--- config.mk ---
export PLATFORM = sky130hd
export DESIGN_NAME = adcsc_seq_ctrl
export DESIGN_NICKNAME = d
export VERILOG_FILES = /design/src/design/adcsc_pkg.sv /design/src/design/adcsc_seq_ctrl.sv /design/src/design/adcsc_result_bank.sv
export SDC_FILE = /design/constraint.sdc
export NUM_CORES = 1
export LEC_CHECK = 0
export BUFFER_PORTS_ARGS = -buffer_cell sky130_fd_sc_hd__clkbuf_2
export CAP_MARGIN = 40
export CORE_MARGIN = 3
export CORE_UTILIZATION = 55
export DETAILED_ROUTE_END_ITERATION = 12
export GPL_TIMING_DRIVEN = 0
export PLACE_DENSITY_LB_ADDON = 0.3
export SYNTH_ARGS = -nofsm -noshare
export SYNTH_HDL_FRONTEND = slang
export SYNTH_SLANG_ARGS = --single-unit
--- constraint.sdc ---
create_clock -name mclk -period 5.2 [get_ports mclk]
set_clock_uncertainty 0.05 [all_clocks]
set_input_delay 1.04 -clock mclk [delete_from_list [all_inputs] [get_ports mclk]]
set_output_delay 1.04 -clock mclk [all_outputs]
set_load 0.1 [all_outputs]
--- src/design/adcsc_pkg.sv ---
package adcsc_pkg;

   // ---------------------------------------------------------------
   // register map (byte addresses, one aligned word each)
   // ---------------------------------------------------------------
   localparam int ADDR_W = 8;
   localparam logic [7:0] OFF_CONTROL = 8'h00;
   localparam logic [7:0] OFF_RESULT_FIRST = 8'h04;
   localparam logic [7:0] OFF_RESULT_FOURTH = 8'h10;
   localparam logic [7:0] OFF_STATUS = 8'h14;

   // ---------------------------------------------------------------
   // fields and reset values
   // ---------------------------------------------------------------
   localparam int CTRL_W = 6;
   localparam int CTRL_CHAN_LSB = 0;
   localparam int CTRL_MULTI_BIT = 4;
   localparam int CTRL_SCAN_BIT = 5;
   localparam logic [5:0] CTRL_RESET = 6'h00;
   localparam int STAT_BUSY_BIT = 0;
   localparam int STAT_DONE_BIT = 1;
   localparam int STAT_SLOT_LSB = 2;
   localparam logic [7:0] RESULT_RESET = 8'h00;
   localparam int SLOTS = 4;

   // ---------------------------------------------------------------
   // codes, channel numbers (channel code = channel number)
   // ---------------------------------------------------------------
   localparam logic [7:0] CODE_LOW = 8'h00;
   localparam logic [7:0] CODE_HIGH = 8'hff;
   localparam logic [3:0] CH_PORT_LAST = 4'h7;
   localparam logic [3:0] CH_HIGH_REF = 4'hc;
   localparam logic [3:0] CH_LOW_REF = 4'hd;
   localparam logic [3:0] CH_HALF_REF = 4'he;
   localparam int START_DELAY_CYC = 1;

   localparam logic [1:0] AXI_OKAY = 2'h0;
   localparam logic [1:0] AXI_DECERR = 2'h3;

   typedef enum logic [1:0] {
      REF_NONE = 2'h0,
      REF_HIGH = 2'h1,
      REF_LOW = 2'h2,
      REF_HALF = 2'h3
   } adcsc_ref_type;

   typedef enum logic [1:0] {
      SEQ_IDLE = 2'h0,
      SEQ_ARM = 2'h1,
      SEQ_RUN = 2'h3
   } adcsc_seq_type;

endpackage : adcsc_pkg

--- src/design/adcsc_seq_ctrl.sv ---
// The placing of the registers and the AXI4-Lite slave port are this design's own decisions.
module adcsc_seq_ctrl
   import adcsc_pkg::*;
#(
   parameter int RAW_W = 10
) (
   input wire logic mclk,
   input wire logic rstn,
   input wire logic [ADDR_W-1:0] s_axi_awaddr,
   input wire logic s_axi_awvalid,
   output logic s_axi_awready,
   input wire logic [31:0] s_axi_wdata,
   input wire logic [3:0] s_axi_wstrb,
   input wire logic s_axi_wvalid,
   output logic s_axi_wready,
   output logic [1:0] s_axi_bresp,
   output logic s_axi_bvalid,
   input wire logic s_axi_bready,
   input wire logic [ADDR_W-1:0] s_axi_araddr,
   input wire logic s_axi_arvalid,
   output logic s_axi_arready,
   output logic [31:0] s_axi_rdata,
   output logic [1:0] s_axi_rresp,
   output logic s_axi_rvalid,
   input wire logic s_axi_rready,
   output logic conv_start,
   output logic [3:0] conv_chan,
   output logic conv_port_en,
   output logic [2:0] conv_port_sel,
   output adcsc_ref_type conv_ref_sel,
   input wire logic conv_done,
   input wire logic signed [RAW_W-1:0] conv_data
);

   // ---------------------------------------------------------------
   // helpers
   // ---------------------------------------------------------------
   // register index: 0 control, 1..4 result slots, 5 status, 7 none
   function automatic logic [2:0] reg_index(input logic [ADDR_W-1:0] a);
      logic [2:0] r;
      r = 3'h7;
      if (a[ADDR_W-1:2] == OFF_CONTROL[ADDR_W-1:2]) begin
         r = 3'h0;
      end else if (a[ADDR_W-1:2] >= OFF_RESULT_FIRST[ADDR_W-1:2] &&
                   a[ADDR_W-1:2] <= OFF_RESULT_FOURTH[ADDR_W-1:2]) begin
         r = 3'(a[ADDR_W-1:2] - OFF_RESULT_FIRST[ADDR_W-1:2]) + 3'h1;
      end else if (a[ADDR_W-1:2] == OFF_STATUS[ADDR_W-1:2]) begin
         r = 3'h5;
      end
      return r;
   endfunction : reg_index

   // channel to be converted for a given control word and slot
   function automatic logic [3:0] pick_chan(input logic [CTRL_W-1:0] c,
                                            input logic [1:0] s);
      logic [3:0] r;
      r = c[CTRL_CHAN_LSB +: 4];
      if (c[CTRL_MULTI_BIT]) begin
         r = {c[CTRL_CHAN_LSB+2 +: 2], s};
      end
      return r;
   endfunction : pick_chan

   // routing of a channel code onto port pins or reference points
   function automatic logic [5:0] route(input logic [3:0] ch);
      logic [5:0] r;
      r = {1'b0, 3'h0, REF_NONE};
      if (ch <= CH_PORT_LAST) begin
         r = {1'b1, ch[2:0], REF_NONE};
      end else if (ch == CH_HIGH_REF) begin
         r = {1'b0, 3'h0, REF_HIGH};
      end else if (ch == CH_LOW_REF) begin
         r = {1'b0, 3'h0, REF_LOW};
      end else if (ch == CH_HALF_REF) begin
         r = {1'b0, 3'h0, REF_HALF};
      end
      return r;
   endfunction : route

   logic [ADDR_W-1:0] aw_addr;
   logic [31:0] w_data;
   logic [3:0] w_strb;
   logic do_write;
   logic ctrl_load;
   logic [CTRL_W-1:0] ctrl_reg;
   adcsc_seq_type seq_state;
   logic [1:0] slot_idx;
   logic seq_done;
   logic store;
   logic last_slot;
   logic [1:0] next_slot;
   logic [5:0] next_route;
   logic [5:0] first_route;
   logic [SLOTS-1:0][7:0] slot_q;

   // ---------------------------------------------------------------
   // axi4-lite write channel
   // ---------------------------------------------------------------
   // address and data are taken in either order; the write acts once
   // both are held and no response is still outstanding
   assign do_write = !s_axi_awready && !s_axi_wready && !s_axi_bvalid;
   assign ctrl_load = do_write && (reg_index(aw_addr) == 3'h0) &&
                      w_strb[0];

   always_ff @(posedge mclk or negedge rstn) begin
      if (!rstn) begin
         s_axi_awready <= 1'b1;
         aw_addr <= '0;
      end else if (s_axi_awvalid && s_axi_awready) begin
         s_axi_awready <= 1'b0;
         aw_addr <= s_axi_awaddr;
      end else if (s_axi_bvalid && s_axi_bready) begin
         s_axi_awready <= 1'b1;
      end
   end

   always_ff @(posedge mclk or negedge rstn) begin
      if (!rstn) begin
         s_axi_wready <= 1'b1;
         w_data <= '0;
         w_strb <= '0;
      end else if (s_axi_wvalid && s_axi_wready) begin
         s_axi_wready <= 1'b0;
         w_data <= s_axi_wdata;
         w_strb <= s_axi_wstrb;
      end else if (s_axi_bvalid && s_axi_bready) begin
         s_axi_wready <= 1'b1;
      end
   end

   // response: read-only registers ignore writes but answer okay
   always_ff @(posedge mclk or negedge rstn) begin
      if (!rstn) begin
         s_axi_bvalid <= 1'b0;
         s_axi_bresp <= AXI_OKAY;
      end else if (do_write) begin
         s_axi_bvalid <= 1'b1;
         s_axi_bresp <= (reg_index(aw_addr) == 3'h7) ? AXI_DECERR
                                                      : AXI_OKAY;
      end else if (s_axi_bready) begin
         s_axi_bvalid <= 1'b0;
      end
   end

   // control word; only byte lane 0 carries bits
   always_ff @(posedge mclk or negedge rstn) begin
      if (!rstn) begin
         ctrl_reg <= CTRL_RESET;
      end else if (ctrl_load) begin
         ctrl_reg <= w_data[CTRL_W-1:0];
      end
   end

   // ---------------------------------------------------------------
   // axi4-lite read channel
   // ---------------------------------------------------------------
   always_ff @(posedge mclk or negedge rstn) begin
      if (!rstn) begin
         s_axi_arready <= 1'b1;
         s_axi_rvalid <= 1'b0;
         s_axi_rdata <= '0;
         s_axi_rresp <= AXI_OKAY;
      end else if (s_axi_arvalid && s_axi_arready) begin
         s_axi_arready <= 1'b0;
         s_axi_rvalid <= 1'b1;
         s_axi_rresp <= AXI_OKAY;
         s_axi_rdata <= '0;
         unique case (reg_index(s_axi_araddr))
            3'h0: s_axi_rdata <= {26'h0, ctrl_reg};
            3'h1, 3'h2, 3'h3, 3'h4: begin
               s_axi_rdata <=
                  {24'h0, slot_q[2'(reg_index(s_axi_araddr) - 3'h1)]};
            end
            3'h5: begin
               s_axi_rdata[STAT_BUSY_BIT] <= (seq_state != SEQ_IDLE);
               s_axi_rdata[STAT_DONE_BIT] <= seq_done;
               s_axi_rdata[STAT_SLOT_LSB +: 2] <= slot_idx;
            end
            default: s_axi_rresp <= AXI_DECERR;
         endcase
      end else if (s_axi_rvalid && s_axi_rready) begin
         s_axi_rvalid <= 1'b0;
         s_axi_arready <= 1'b1;
      end
   end

   // ---------------------------------------------------------------
   // conversion sequencer
   // ---------------------------------------------------------------
   // a result is kept only while running and not being aborted; a done
   // that meets a start pulse belongs to the conversion just abandoned
   assign store = (seq_state == SEQ_RUN) && conv_done && !ctrl_load &&
                  !conv_start;
   assign last_slot = (slot_idx == 2'(SLOTS - 1));
   assign next_slot = slot_idx + 2'h1; // wraps to the first slot
   assign next_route = route(pick_chan(ctrl_reg, next_slot));
   assign first_route = route(pick_chan(ctrl_reg, 2'h0));

   // the arm state is the one-cycle gap between write and start
   always_ff @(posedge mclk or negedge rstn) begin
      if (!rstn) begin
         seq_state <= SEQ_IDLE;
         slot_idx <= 2'h0;
         seq_done <= 1'b0;
      end else if (ctrl_load) begin
         seq_state <= SEQ_ARM;
         slot_idx <= 2'h0;
         seq_done <= 1'b0;
      end else begin
         unique case (seq_state)
            SEQ_IDLE: seq_state <= SEQ_IDLE;
            SEQ_ARM: seq_state <= SEQ_RUN;
            SEQ_RUN: begin
               if (store) begin
                  slot_idx <= next_slot;
                  if (last_slot && !ctrl_reg[CTRL_SCAN_BIT]) begin
                     seq_state <= SEQ_IDLE;
                     seq_done <= 1'b1;
                  end
               end
            end
            default: seq_state <= SEQ_IDLE;
         endcase
      end
   end

   // start pulse and channel routing, updated together so the core
   // sees a stable select on the cycle it is told to begin
   always_ff @(posedge mclk or negedge rstn) begin
      if (!rstn) begin
         conv_start <= 1'b0;
         conv_chan <= 4'h0;
         conv_port_en <= 1'b0;
         conv_port_sel <= 3'h0;
         conv_ref_sel <= REF_NONE;
      end else begin
         conv_start <= 1'b0;
         if (!ctrl_load && seq_state == SEQ_ARM) begin
            conv_start <= 1'b1;
            conv_chan <= pick_chan(ctrl_reg, 2'h0);
            {conv_port_en, conv_port_sel} <= first_route[5:2];
            conv_ref_sel <= adcsc_ref_type'(first_route[1:0]);
         end else if (store &&
                      !(last_slot && !ctrl_reg[CTRL_SCAN_BIT])) begin
            conv_start <= 1'b1;
            conv_chan <= pick_chan(ctrl_reg, next_slot);
            {conv_port_en, conv_port_sel} <= next_route[5:2];
            conv_ref_sel <= adcsc_ref_type'(next_route[1:0]);
         end
      end
   end

   adcsc_result_bank #(
      .RAW_W(RAW_W)
   ) u_bank (
      .mclk(mclk),
      .rstn(rstn),
      .wr_en(store),
      .wr_slot(slot_idx),
      .raw(conv_data),
      .slot_q(slot_q)
   );
endmodule : adcsc_seq_ctrl

--- src/design/adcsc_result_bank.sv ---
module adcsc_result_bank
   import adcsc_pkg::*;
#(
   parameter int RAW_W = 10
) (
   input wire logic mclk,
   input wire logic rstn,
   input wire logic wr_en,
   input wire logic [1:0] wr_slot,
   input wire logic signed [RAW_W-1:0] raw,
   output logic [SLOTS-1:0][7:0] slot_q
);

   // ---------------------------------------------------------------
   // saturation
   // ---------------------------------------------------------------
   // out-of-range inputs pin to the rails; nothing records that it
   // happened, so software cannot tell a clipped value from a true one
   function automatic logic [7:0] clamp(input logic signed [RAW_W-1:0] v);
      logic [7:0] r;
      r = v[7:0];
      if (v[RAW_W-1]) begin
         r = CODE_LOW;
      end else if (|v[RAW_W-2:8]) begin
         r = CODE_HIGH;
      end
      return r;
   endfunction : clamp

   // ---------------------------------------------------------------
   // slot storage
   // ---------------------------------------------------------------
   for (genvar i = 0; i < SLOTS; i++) begin : g_slot
      // one flop byte per slot, loaded when its index is addressed
      always_ff @(posedge mclk or negedge rstn) begin
         if (!rstn) begin
            slot_q[i] <= RESULT_RESET;
         end else if (wr_en && (wr_slot == 2'(i))) begin
            slot_q[i] <= clamp(raw);
         end
      end
   end
endmodule : adcsc_result_bank

### Word level (Yosys, flattened, before mapping)

Index checks and enable logic that the tools add are counted.

* reductions and logical operators: 47
* add/sub/neg operators: 6
* mux-type cells: 58
* order comparisons: 7
* equal/unequal tests: 21

Operators by type and width (number)
* 2-bit two-way mux: 22
* 4-bit equality test (second input constant): 6
* 3-bit two-way mux: 8
* 8-bit two-way mux: 3
* 1-bit logical AND: 21
* 2-bit nonzero test: 9
* 1-bit two-way mux: 17
* 8-bit binary-select mux with 2-bit select: 1
* 6-bit by 3-bit equality test with 1-bit output (second input constant): 2
* 6-bit by 1-bit >= comparator with 1-bit output (second input constant): 2
* 6-bit by 3-bit <= comparator with 1-bit output (second input constant): 2
* 6-bit logical NOT: 2
* 6-bit two-way mux: 2
* 4-bit case mux with 3 select lines: 1
* 3-bit equality test (second input constant): 3
* 4-bit by 3-bit <= comparator with 1-bit output (second input constant): 2
* 4-bit two-way mux: 2
* 4-bit case mux with 2 select lines: 1
* 1-bit logical NOT: 7
* 3-bit by 1-bit adder with 3-bit output (second input constant): 2
* 2-bit equality test (second input constant): 3
* 3-bit by 2-bit equality test with 1-bit output (second input constant): 2
* 3-bit logical NOT: 2
* 6-bit OR reduction: 1
* 13 further kinds: 16

* input port bits: 70
* word-level logic and storage cells: 163
* register bits: 110
* output and inout port bits: 52

### Longest topological paths before layout

Gate-level depths: netlist of run 1.

* depth after elaboration: 13
* depth in mapped cells: 9
* gate-level depth less buffers: 8

### Cells and area by module

From an unflattened synthesis of run 1, not the netlist that was laid out.

* cells, all modules: 320
* area, all modules: 4068.9 um^2

By module, submodules not included
* adcsc_seq_ctrl: area an instance 2686.3 um^2, sequential area each 1255.0 um^2, cells an instance 240, instances 1
* adcsc_result_bank: area an instance 1382.6 um^2, sequential area each 800.8 um^2, cells an instance 80, instances 1

### Worst setup path after synthesis of run 1

OpenSTA, ideal clock, no wires.

* path kind: in2reg
* start: input s_axi_araddr[7]
* end: register s_axi_rdata[0]
* library setup time: 0.126 ns
* path buffers: 2
* data required time: 5.024 ns
* path slack: 1.901 ns
* data arrival time: 3.123 ns
* stages: 7
* path through: nor3_1 nand2_1 clkbuf_1 ha_1 buf_1 mux4_2 a221o_1

* cells in the longest elaborated chain, start to end: 10
* elaborated cells between the ends (all ways): 22
* those cells by class: 1 x add/sub; 2 x order compare; 6 x eq/ne; 9 x mux; 4 x reduce/logical

RTL lines
* from (decl): line adcsc_seq_ctrl.sv:19 `input wire logic [ADDR_W-1:0] s_axi_araddr,`
* 6-bit by 1-bit >= comparator with 1-bit output (tied with other cells): line adcsc_seq_ctrl.sv:44 `end else if (a[ADDR_W-1:2] >= OFF_RESULT_FIRST[ADDR_W-1:2] &&`
* 1-bit logical AND / 2-bit two-way mux (equally long branches): line adcsc_seq_ctrl.sv:44, adcsc_seq_ctrl.sv:47
* 3-bit two-way mux: line adcsc_seq_ctrl.sv:44
* 3-bit two-way mux (*): line adcsc_seq_ctrl.sv:42 `if (a[ADDR_W-1:2] == OFF_CONTROL[ADDR_W-1:2]) begin`
* 2-bit two-way mux: line adcsc_seq_ctrl.sv:168 `unique case (reg_index(s_axi_araddr))`
* 2-bit two-way mux: line adcsc_seq_ctrl.sv:163 `end else if (s_axi_arvalid && s_axi_arready) begin`
* 2-bit by 1-bit subtractor with 2-bit output: line adcsc_seq_ctrl.sv:172 `{24'h0, slot_q[2'(reg_index(s_axi_araddr) - 3'h1)]};`
* 8-bit binary-select mux with 2-bit select: line adcsc_seq_ctrl.sv:172
* 8-bit two-way mux (not written as such): line adcsc_seq_ctrl.sv:172
* 4-bit case mux with 3 select lines (*): line adcsc_seq_ctrl.sv:168
* to (signal assigned): line adcsc_seq_ctrl.sv:169 `3'h0: s_axi_rdata <= {26'h0, ctrl_reg};`
* to (signal assigned): line adcsc_seq_ctrl.sv:171 `s_axi_rdata <=`
* to (signal, indexed assignment): line adcsc_seq_ctrl.sv:175 `s_axi_rdata[STAT_BUSY_BIT] <= (seq_state != SEQ_IDLE);`
* to (decl): line adcsc_seq_ctrl.sv:22 `output logic [31:0] s_axi_rdata,`

Every way passes the cells marked *; elsewhere a longest branch is shown, timed or not. The select of a mux whose other input is x is not followed.
A chain may end at the register's enable or synchronous reset.

### Worst setup path in the final report of run 1

* start: input s_axi_araddr[7]
* end: register s_axi_rdata[1]

The elaborated chain is that of the path after synthesis.

==> impl_metrics.yaml, run 1 <==
sta:
  rsz0062_at_grt: "false"
  slew_headroom_pct: 45.3
  finalHoldViolations: 0
  finalMaxSlewViolations: 0
  fmax_mhz: 289
  period_needed_ps: 3460
  setup_viol: 0
  finalCritPeriodShare_pct: 66.6
  worst_pin_slew_ps: 814
  setup_tns_ps: 0
setup_path:
  critPathLaunchType: "primary input"
  critical_path_peak_fanout: 11
  cp_num_buf_inv: 3
  critical_path.top_delay_family: "buffers and inverters"
  slowest_stage: "mux4_2"
  endpoint_kind: "flip-flop"
  critPathArrivalTime_ps: 3640
  worstSetupPathType: "in -> reg"
  crit_chain: "clkbuf_2 > nor3_1 > nand2_1 > clkbuf_1 > ha_1 > buf_1 > mux4_2 > a221o_1"
  crit_required_ps: 5370
  slowest_delay_ps: 620
cts:
  post_cts_resized: 0
  postCtsSetupBuffers: 0
  insertion_delay_ps: 340
  cts_buffer_depth: 2
  cts_tree: "yes"
  clk_pin_slew_ps: 80
  htree_levels: 3
  postCtsHoldBufs: 0
  cts-buffers-inserted: 9
  cts-root-buf: "clkbuf_8"
  clkSinkCount: 82
routing:
  drc: 0
  ant_nets: 0
  viasPerCell: 5.21
  wl_mm: 7.92
  first_iter_violations: 167
  wl_per_cell_um: 14.3
  vias: 2887
  dr.pass1.iters: 4
placement:
  io_buffer_count: 63
  dp_hpwl_mm: 5.98
  gp_congestion: 0.798
power_and_ir_drop:
  vdd_drop_max_mv: 0.254
  leakagePower_nw: 2.35
  finalPower_w: 0.00270
  power_density_nw_per_um2: 572
layout:
  reg_top3: "u_bank.slot_q x32, s_axi_rdata x8"
  num-fill-cells: 555
  register_area_um2: 2060
  regMostFlops: "u_bank.slot_q"
  drive_above_1_share_pct: 31.7
  area_growth_pct: 20.2
  antenna_cells: 0
  multiInputGateArea_um2: 1650
  largest_reg_flops: 32
  nets: 532
grt:
  grt_antenna_before_repair: 0
  grt_pass1_wl_mm: 13.7
  overflow: 0
  grt_pass1_vias: 2889
  grt_max_degree: 64
  track_usage_pct: 20.6
hold_path:
  min_path_type: "reg -> reg"
floorplanning:
  start_util_pct: 57.2
  pin_count: 122
  die_area_um2: 8190
  coreArea_um2: 6870
  die_x_um: 90.5
  num_rows: 30
  die_height_um: 90.5
yosys:
  synth_common_cells: "dfrtp_1 (79), nand2_1 (62), o21ai_0 (39)"
  yosys.area.top_type: "dfrtp_1"
  synth-xor-area-share_pct: 0.669
  post-synth-top-count-cell: "dfrtp_1"
  syn_area_um2: 3930
  synth_area_per_cell_um2: 11.0
  ys_ff_latch: 82
  seq_area_frac_synth_pct: 52.3
  synth_cell_types: 46
  synthArstFlopShare_pct: 100
  synth-simple-area-share_pct: 11.8
  synth_edf_count: 0
  muxShareOfSynthArea_pct: 11.3
  synth_top_family_by_area: "compound AO/OA/AOI/OAI gates"
  synthAdderAreaFrac_pct: 2.55
  synth.top_cell.area_share_pct: 50.3
  ys.flop_type: "dfrtp_1"
  synth_compound_area_share_pct: 13.3
  yosys_warnings: 0
  synthCells: 356
  synthTopCellsByArea: "dfrtp_1 (50%), nand2_1 (5.9%), buf_4 (5.2%), o21ai_0 (5.0%), mux4_2 (4.6%)"
run:
  cap_viol_max_count: 0
outcome:
  status: "finished clean"
[cells in the final DEF, fill, tap and decap left out, types with 4 or more instances in the layout]
cell      Yosys  layout
nand2_1      62      62
buf_2         5       5
a221o_1       5       5
mux2i_1       4       4
nand3_1       8       8
conb_1        1      24
a21oi_1      10      10
buf_4        27      27
ha_1          8       8
o21bai_1      8       8
dfrtp_1      79      79
o311ai_2      4       4
clkbuf_2      0      62
o21ai_0      39      39
mux2_2       14      14
clkbuf_1      8       8
mux4_2        8       8
clkbuf_8      0      10
mux2_1        6       6
nor2_1        8       8
inv_1         9       9
[worst reg2reg max path, stage by stage, from the launching register on]
cell	delay [ps]
dfrtp_1	390
or4b_1	520
buf_2	180
or3_4	420
nand3_2	100
buf_4	190
mux2_1	330
[layout make-up]
| type | instances | share of cell area, % |
|---|---|---|
| buffer | 43 | 5.86 |
| clock buffer | 10 | 2.92 |
| clock inverter | 5 | 2.17 |
| inverter | 9 | 0.716 |
| multi-input combinational | 245 | 34.9 |
| sequential | 82 | 43.5 |
| tap | 96 | 2.54 |
| timing repair buffer | 64 | 7.32 |
[metrics by stage]
stage	cell area (um^2)	util [%]	instances	hold WS [ps]	setup WS [ps]
finish	4720	68.7	554	423	1740
floorplan	4020	-	379	383	1900
detailed placement	4480	65.2	539	403	1370
global route	4720	68.7	554	445	1550
CTS	4720	68.7	554	422	1740
global placement	4450	64.8	538	401	1400
[per-layer routing]
metal / vias up / GRT usage, % / part of all wire (%) / routed length (um)
li1: 1392 / - / - / -
met1: 1411 / 25.9 / 42 / 3320
met2: 75 / 36.0 / 53 / 4170
met3: 9 / 3.83 / 4.6 / 367
met4: 0 / 6.51 / 0.75 / 59
met5: - / 0 / 0 / 0
[power by group]
group	internal, W	total [W]	switching [W]
Combinational	0.000311	0.00112	0.000805
Sequential	0.000877	0.00104	0.000159
Clock	0.000329	0.000549	0.000220
[path summary, 6_finish.rpt]
kind,slack [ps],start,to,depth (start not counted)
worst max-delay path,1740,s_axi_araddr[7],s_axi_rdata[1]$_DFFE_PN0P_,8
worst min-delay path,420,w_data[3]$_DFFE_PN0P_,ctrl_reg[3]$_DFFE_PN0P_,2
worst max register to register,2900,aw_addr[3]$_DFFE_PN0P_,conv_chan[2]$_DFFE_PN0P_,6
worst min register to register,420,w_data[3]$_DFFE_PN0P_,ctrl_reg[3]$_DFFE_PN0P_,2
max in group asynchronous,3920,rstn,s_axi_wready$_DFFE_PN1P_,2
min in group asynchronous,560,rstn,s_axi_rdata[1]$_DFFE_PN0P_,1
[kinds of logic after synthesis]
kind of cell	count (synthesis)
AND/OR/NAND/NOR	100
flip-flops	82
AO/OA/AOI/OAI	78
buffers and inverters	52
multiplexers	32
adder cells (fa/ha/maj)	8
XOR/XNOR	3
other	1
(Power assumes the default switching activity.)
==> run 2, diff against run 1 <==
--- a/config.mk
+++ b/config.mk
@@ -8,7 +8,7 @@
 export BUFFER_PORTS_ARGS = -buffer_cell sky130_fd_sc_hd__clkbuf_2
 export CAP_MARGIN = 40
 export CORE_MARGIN = 3
-export CORE_UTILIZATION = 55
+export CORE_UTILIZATION = 51
 export DETAILED_ROUTE_END_ITERATION = 12
 export GPL_TIMING_DRIVEN = 0
 export PLACE_DENSITY_LB_ADDON = 0.3
==> constraint.sdc (replaced) <==
create_clock -name mclk -period 3.2 [get_ports mclk]
set_clock_uncertainty 0.05 [all_clocks]
set_input_delay 0.64 -clock mclk [delete_from_list [all_inputs] [get_ports mclk]]
set_output_delay 0.64 -clock mclk [all_outputs]
set_load 0.1 [all_outputs]
==> run 2 against run 1 <==
Compared with the run above: sequential share of layout area increased by 0.24 points; global-route usage decreased by 1.5 points; clock-buffer cell count increased by 1; combinational power increased by 62%; wire length increased by 2.3%; die area increased by 7.3%; clock power increased by 42%; power increased by 58%; core utilization decreased by 5.0 points; critical path type unchanged; final cell count increased by 0.54%.
==> impl_metrics.yaml, run 2 (synthesized netlist as in run 1, its figures left out) <==
hold_path:
  min_path_type: "in -> async"
setup_path:
  critPathArrivalTime_ps: 3030
  endpoint_kind: "flip-flop"
  crit_required_ps: 3380
  critical_path_peak_fanout: 11
  critPathLaunchType: "primary input"
  worstSetupPathType: "in -> reg"
layout:
  reg_top3: "u_bank.slot_q x32, s_axi_rdata x8"
  nets: 531
  regMostFlops: "u_bank.slot_q"
  design_area_um2: 4690
  layout_common_cells: "dfrtp_1 (79), nand2_1 (62), clkbuf_2 (62)"
  area_growth_pct: 19.5
  layout.cells.most_common: "dfrtp_1"
  antenna_cells: 0
  largest_reg_flops: 32
  num-fill-cells: 618
  drive_above_1_share_pct: 31.9
routing:
  viasPerCell: 5.17
  wl_per_cell_um: 14.5
  first_iter_violations: 164
  ant_nets: 0
  wl_mm: 8.10
  drc: 0
  vias: 2877
  dr.pass1.iters: 4
grt:
  grt_antenna_before_repair: 0
  grt_pass1_wl_mm: 13.2
  track_usage_pct: 19.1
  grt_pass1_vias: 2758
  overflow: 0
  grt_max_degree: 58
floorplanning:
  die_x_um: 93.8
  num_rows: 31
  die_area_um2: 8790
  die_height_um: 93.8
  pin_count: 122
  coreArea_um2: 7370
  start_util_pct: 53.3
outcome:
  status: "finished clean"
cts:
  cts-buffers-inserted: 9
  htree_levels: 3
  insertion_delay_ps: 350
  cts-root-buf: "clkbuf_8"
  postCtsHoldBufs: 0
  clk_pin_slew_ps: 90
  cts_buffer_depth: 2
  clkSinkCount: 82
  postCtsSetupBuffers: 0
  cts_tree: "yes"
sta:
  finalMaxSlewViolations: 0
  layout_setup_ws_ps: 349
  worst_pin_slew_ps: 881
  slew_headroom_pct: 40.7
  finalCritPeriodShare_pct: 89.1
  setup_tns_ps: 0
  finalHoldViolations: 0
  rsz0062_at_grt: "false"
  fmax_mhz: 351
  setup_viol: 0
  hold_slack_ps: 175
  period_needed_ps: 2850
power_and_ir_drop:
  power_density_nw_per_um2: 910
  vdd_drop_max_mv: 0.398
  leakagePower_nw: 2.33
  finalPower_w: 0.00427
placement:
  io_buffer_count: 63
  gp_congestion: 0.833
  dp_slack_ps: -263
  place_area_um2: 4480
  dp_hpwl_mm: 5.95
run:
  cap_viol_max_count: 0
[run 2: per-stage QoR]
step	instances	utilization, %
after global placement	541	60.4
after detailed placement	542	60.8
after global routing	557	63.7
after CTS	558	63.8
final	557	63.7
after floorplan	379	-
[run 2: cell type report]
class	count	area, um^2	share of cell area (%)
well taps	99	124	2.64
repair buffers	64	345	7.36
flip-flops and latches	82	2060	43.8
multi-input cells	245	1650	35.1
clock buffers	11	151	3.22
plain buffers	42	273	5.81
clock inverters	5	62.6	1.33
inverters	9	33.8	0.720
[run 2: where the power goes]
group | switching, W | internal (W)
combinational | 0.00131 | 0.000504
clock | 0.000372 | 0.000406
sequential | 0.000259 | 0.00143
[run 2: per-layer routing]
| metal | up-vias | part of all wire (%) | track usage (%) |
|---|---|---|---|
| li1 | 1397 | - | - |
| met1 | 1376 | 46 | 26.8 |
| met2 | 94 | 47 | 29.7 |
| met3 | 10 | 5.3 | 2.32 |
| met4 | 0 | 1.9 | 9.15 |
| met5 | - | 0 | 0 |
[run 2: worst paths after layout]
check / from / to / slack (ps) / cells after the start
max in group asynchronous: rstn / s_axi_awready$_DFFE_PN1P_ / 2290 / 2
setup reg to reg: aw_addr[3]$_DFFE_PN0P_ / u_bank.slot_q[27]$_DFFE_PN0P_ / 880 / 5
hold / removal: rstn / conv_chan[1]$_DFFE_PN0P_ / 170 / 1
min in group mclk: s_axi_wvalid / s_axi_wready$_DFFE_PN1P_ / 390 / 2
hold reg to reg: w_data[0]$_DFFE_PN0P_ / ctrl_reg[0]$_DFFE_PN0P_ / 420 / 2
setup / recovery: s_axi_araddr[7] / s_axi_rdata[1]$_DFFE_PN0P_ / 350 / 7
[run 2: what timing repair did]
| action | CTS | global route |
|---|---|---|
| resized for setup | 0 | 0 |
| endpoints found under the hold margin | 0 | 0 |
| setup endpoints to repair | 0 | 5 |
[run 2: critical path, cell delays in order]
cell and delay, ps:
clkbuf_2 100, nor3_1 170, nand2_1 110, clkbuf_1 320
ha_1 730, mux4_2 610, a221o_1 330
==> run 3, diff against run 2 <==
--- a/config.mk
+++ b/config.mk
@@ -8,10 +8,12 @@
 export BUFFER_PORTS_ARGS = -buffer_cell sky130_fd_sc_hd__clkbuf_2
 export CAP_MARGIN = 40
 export CORE_MARGIN = 3
-export CORE_UTILIZATION = 51
+export CORE_UTILIZATION = 46
+export CTS_CLUSTER_SIZE = 25
 export DETAILED_ROUTE_END_ITERATION = 12
 export GPL_TIMING_DRIVEN = 0
 export PLACE_DENSITY_LB_ADDON = 0.3
+export RECOVER_POWER = 100
 export SYNTH_ARGS = -nofsm -noshare
 export SYNTH_HDL_FRONTEND = slang
 export SYNTH_SLANG_ARGS = --single-unit
==> constraint.sdc (replaced) <==
create_clock -name mclk -period 2.5 [get_ports mclk]
set_clock_uncertainty 0.05 [all_clocks]
set_input_delay 0.5 -clock mclk [delete_from_list [all_inputs] [get_ports mclk]]
set_output_delay 0.5 -clock mclk [all_outputs]
set_load 0.1 [all_outputs]
==> run 3 against run 2 <==
Compared with the run above: the flow now finishes with violations (capacitance limit, slew limit); core utilization down 7.6 points; hold slack better by 86 ps; non-clock buffer count up 1; power up 26%; sequential share of layout area up 0.58 points; largest cell class unchanged.
==> impl_metrics.yaml, run 3 (synthesized netlist as in run 1, its figures left out) <==
floorplanning:
  coreArea_um2: 8260
  start_util_pct: 47.6
  die_area_um2: 9690
  num_rows: 33
  die_x_um: 98.4
  die_height_um: 98.4
  pin_count: 122
grt:
  grt_pass1_wl_mm: 13.7
  grt_max_degree: 50
  overflow: 0
  grt_antenna_before_repair: 0
  track_usage_pct: 17.6
  grt_pass1_vias: 2842
sta:
  fmax_mhz: 423
  layout_setup_ws_ps: 138
  finalCritPeriodShare_pct: 94.5
  rsz0062_at_grt: "false"
  finalHoldViolations: 0
  setup_viol: 0
  worst_pin_slew_ps: 1890
  setup_tns_ps: 0
  period_needed_ps: 2360
  slew_headroom_pct: -26.0
  finalMaxSlewViolations: 34
outcome:
  status: "finished, violations left"
  violations: "capacitance limit, slew limit"
routing:
  ant_nets: 0
  drc: 0
  wl_mm: 8.19
  vias: 2922
  dr.pass1.iters: 4
  wl_per_cell_um: 14.5
  first_iter_violations: 128
  viasPerCell: 5.18
power_and_ir_drop:
  vdd_drop_max_mv: 0.373
  leakagePower_nw: 2.24
  power_density_nw_per_um2: 1160
cts:
  postCtsHoldBufs: 0
  postCtsSetupBuffers: 0
  clk_pin_slew_ps: 80
  clkSinkCount: 82
  post_cts_resized: 1
  cts-buffers-inserted: 9
  cts_tree: "yes"
  cts-root-buf: "clkbuf_8"
  htree_levels: 3
  insertion_delay_ps: 340
  cts_buffer_depth: 2
layout:
  area_growth_pct: 18.0
  nets: 532
  antenna_cells: 0
  layout.cells.most_common: "dfrtp_1"
  instances_no_fill: 564
  layout_common_cells: "dfrtp_1 (78), nand2_1 (62), clkbuf_2 (42)"
  drive_above_1_share_pct: 25.1
  num-fill-cells: 757
  regMostFlops: "u_bank.slot_q"
  largest_reg_flops: 32
  reg_top3: "u_bank.slot_q x32, s_axi_rdata x8"
placement:
  dp_hpwl_mm: 6.10
  gp_congestion: 0.811
  placed_cells: 548
  io_buffer_count: 63
  dp_slack_ps: -390
setup_path:
  worstSetupPathType: "in -> reg"
  critPathArrivalTime_ps: 2540
  endpoint_kind: "flip-flop"
  critical_path_peak_fanout: 8
  crit_required_ps: 2680
  critPathLaunchType: "primary input"
run:
  cap_viol_max_count: 1
hold_path:
  min_path_type: "in -> reg"
-- run 3: cell type report --
class                      count  area (um^2)  share of cell area (%)
multi-input combinational    245         1640                    35.4
inverter                       9         33.8                   0.729
clock buffer                  13          149                    3.21
sequential                    82         2060                    44.4
timing repair buffer          64          310                    6.69
buffer                        43          275                    5.94
clock inverter                 3         40.0                   0.864
tap                          105          131                    2.83
-- run 3: report_power, final --
| part | switching, W | internal, W | total (W) |
|---|---|---|---|
| Clock | 0.000448 | 0.000487 | 0.000935 |
| Sequential | 0.000328 | 0.00182 | 0.00215 |
| Combinational | 0.00167 | 0.000615 | 0.00229 |
-- run 3: worst paths after layout --
check	from	end	slack, ps	depth (start not counted)
worst max-delay path	s_axi_araddr[7]	s_axi_rdata[2]$_DFFE_PN0P_	140	6
worst min-delay path	s_axi_wvalid	s_axi_wready$_DFFE_PN1P_	260	2
worst max register to register	aw_addr[3]$_DFFE_PN0P_	conv_chan[2]$_DFFE_PN0P_	140	6
worst min register to register	w_data[2]$_DFFE_PN0P_	ctrl_reg[2]$_DFFE_PN0P_	430	2
max in group asynchronous	rstn	s_axi_bvalid$_DFFE_PN0P_	570	1
min in group asynchronous	rstn	conv_chan[3]$_DFFE_PN0P_	610	1
-- run 3: worst max-delay path: stages --
cell	delay, ps
clkbuf_2	100
nor4_1	590
ha_1	350
buf_4	200
mux4_2	450
a221o_1	340
-- run 3: stage by stage --
step / power (W) / hold slack [ps] / utilization, % / instance area, um^2
floorplan: 0.00405 / 154 / - / 4020
detailed placement: 0.00452 / 414 / 54.5 / 4500
finish: 0.00537 / 260 / 56.1 / 4640
CTS: 0.00545 / 84.6 / 56.8 / 4690
global placement: 0.00443 / 403 / 54.1 / 4470
global route: 0.00568 / 267 / 56.1 / 4640
-- run 3: metal layers --
layer	routed length [um]	track usage, %	up-vias
met5	0	0	-
met4	214	8.93	0
met3	467	3.18	18
met2	3920	28.0	89
met1	3580	23.3	1421
li1	-	-	1394
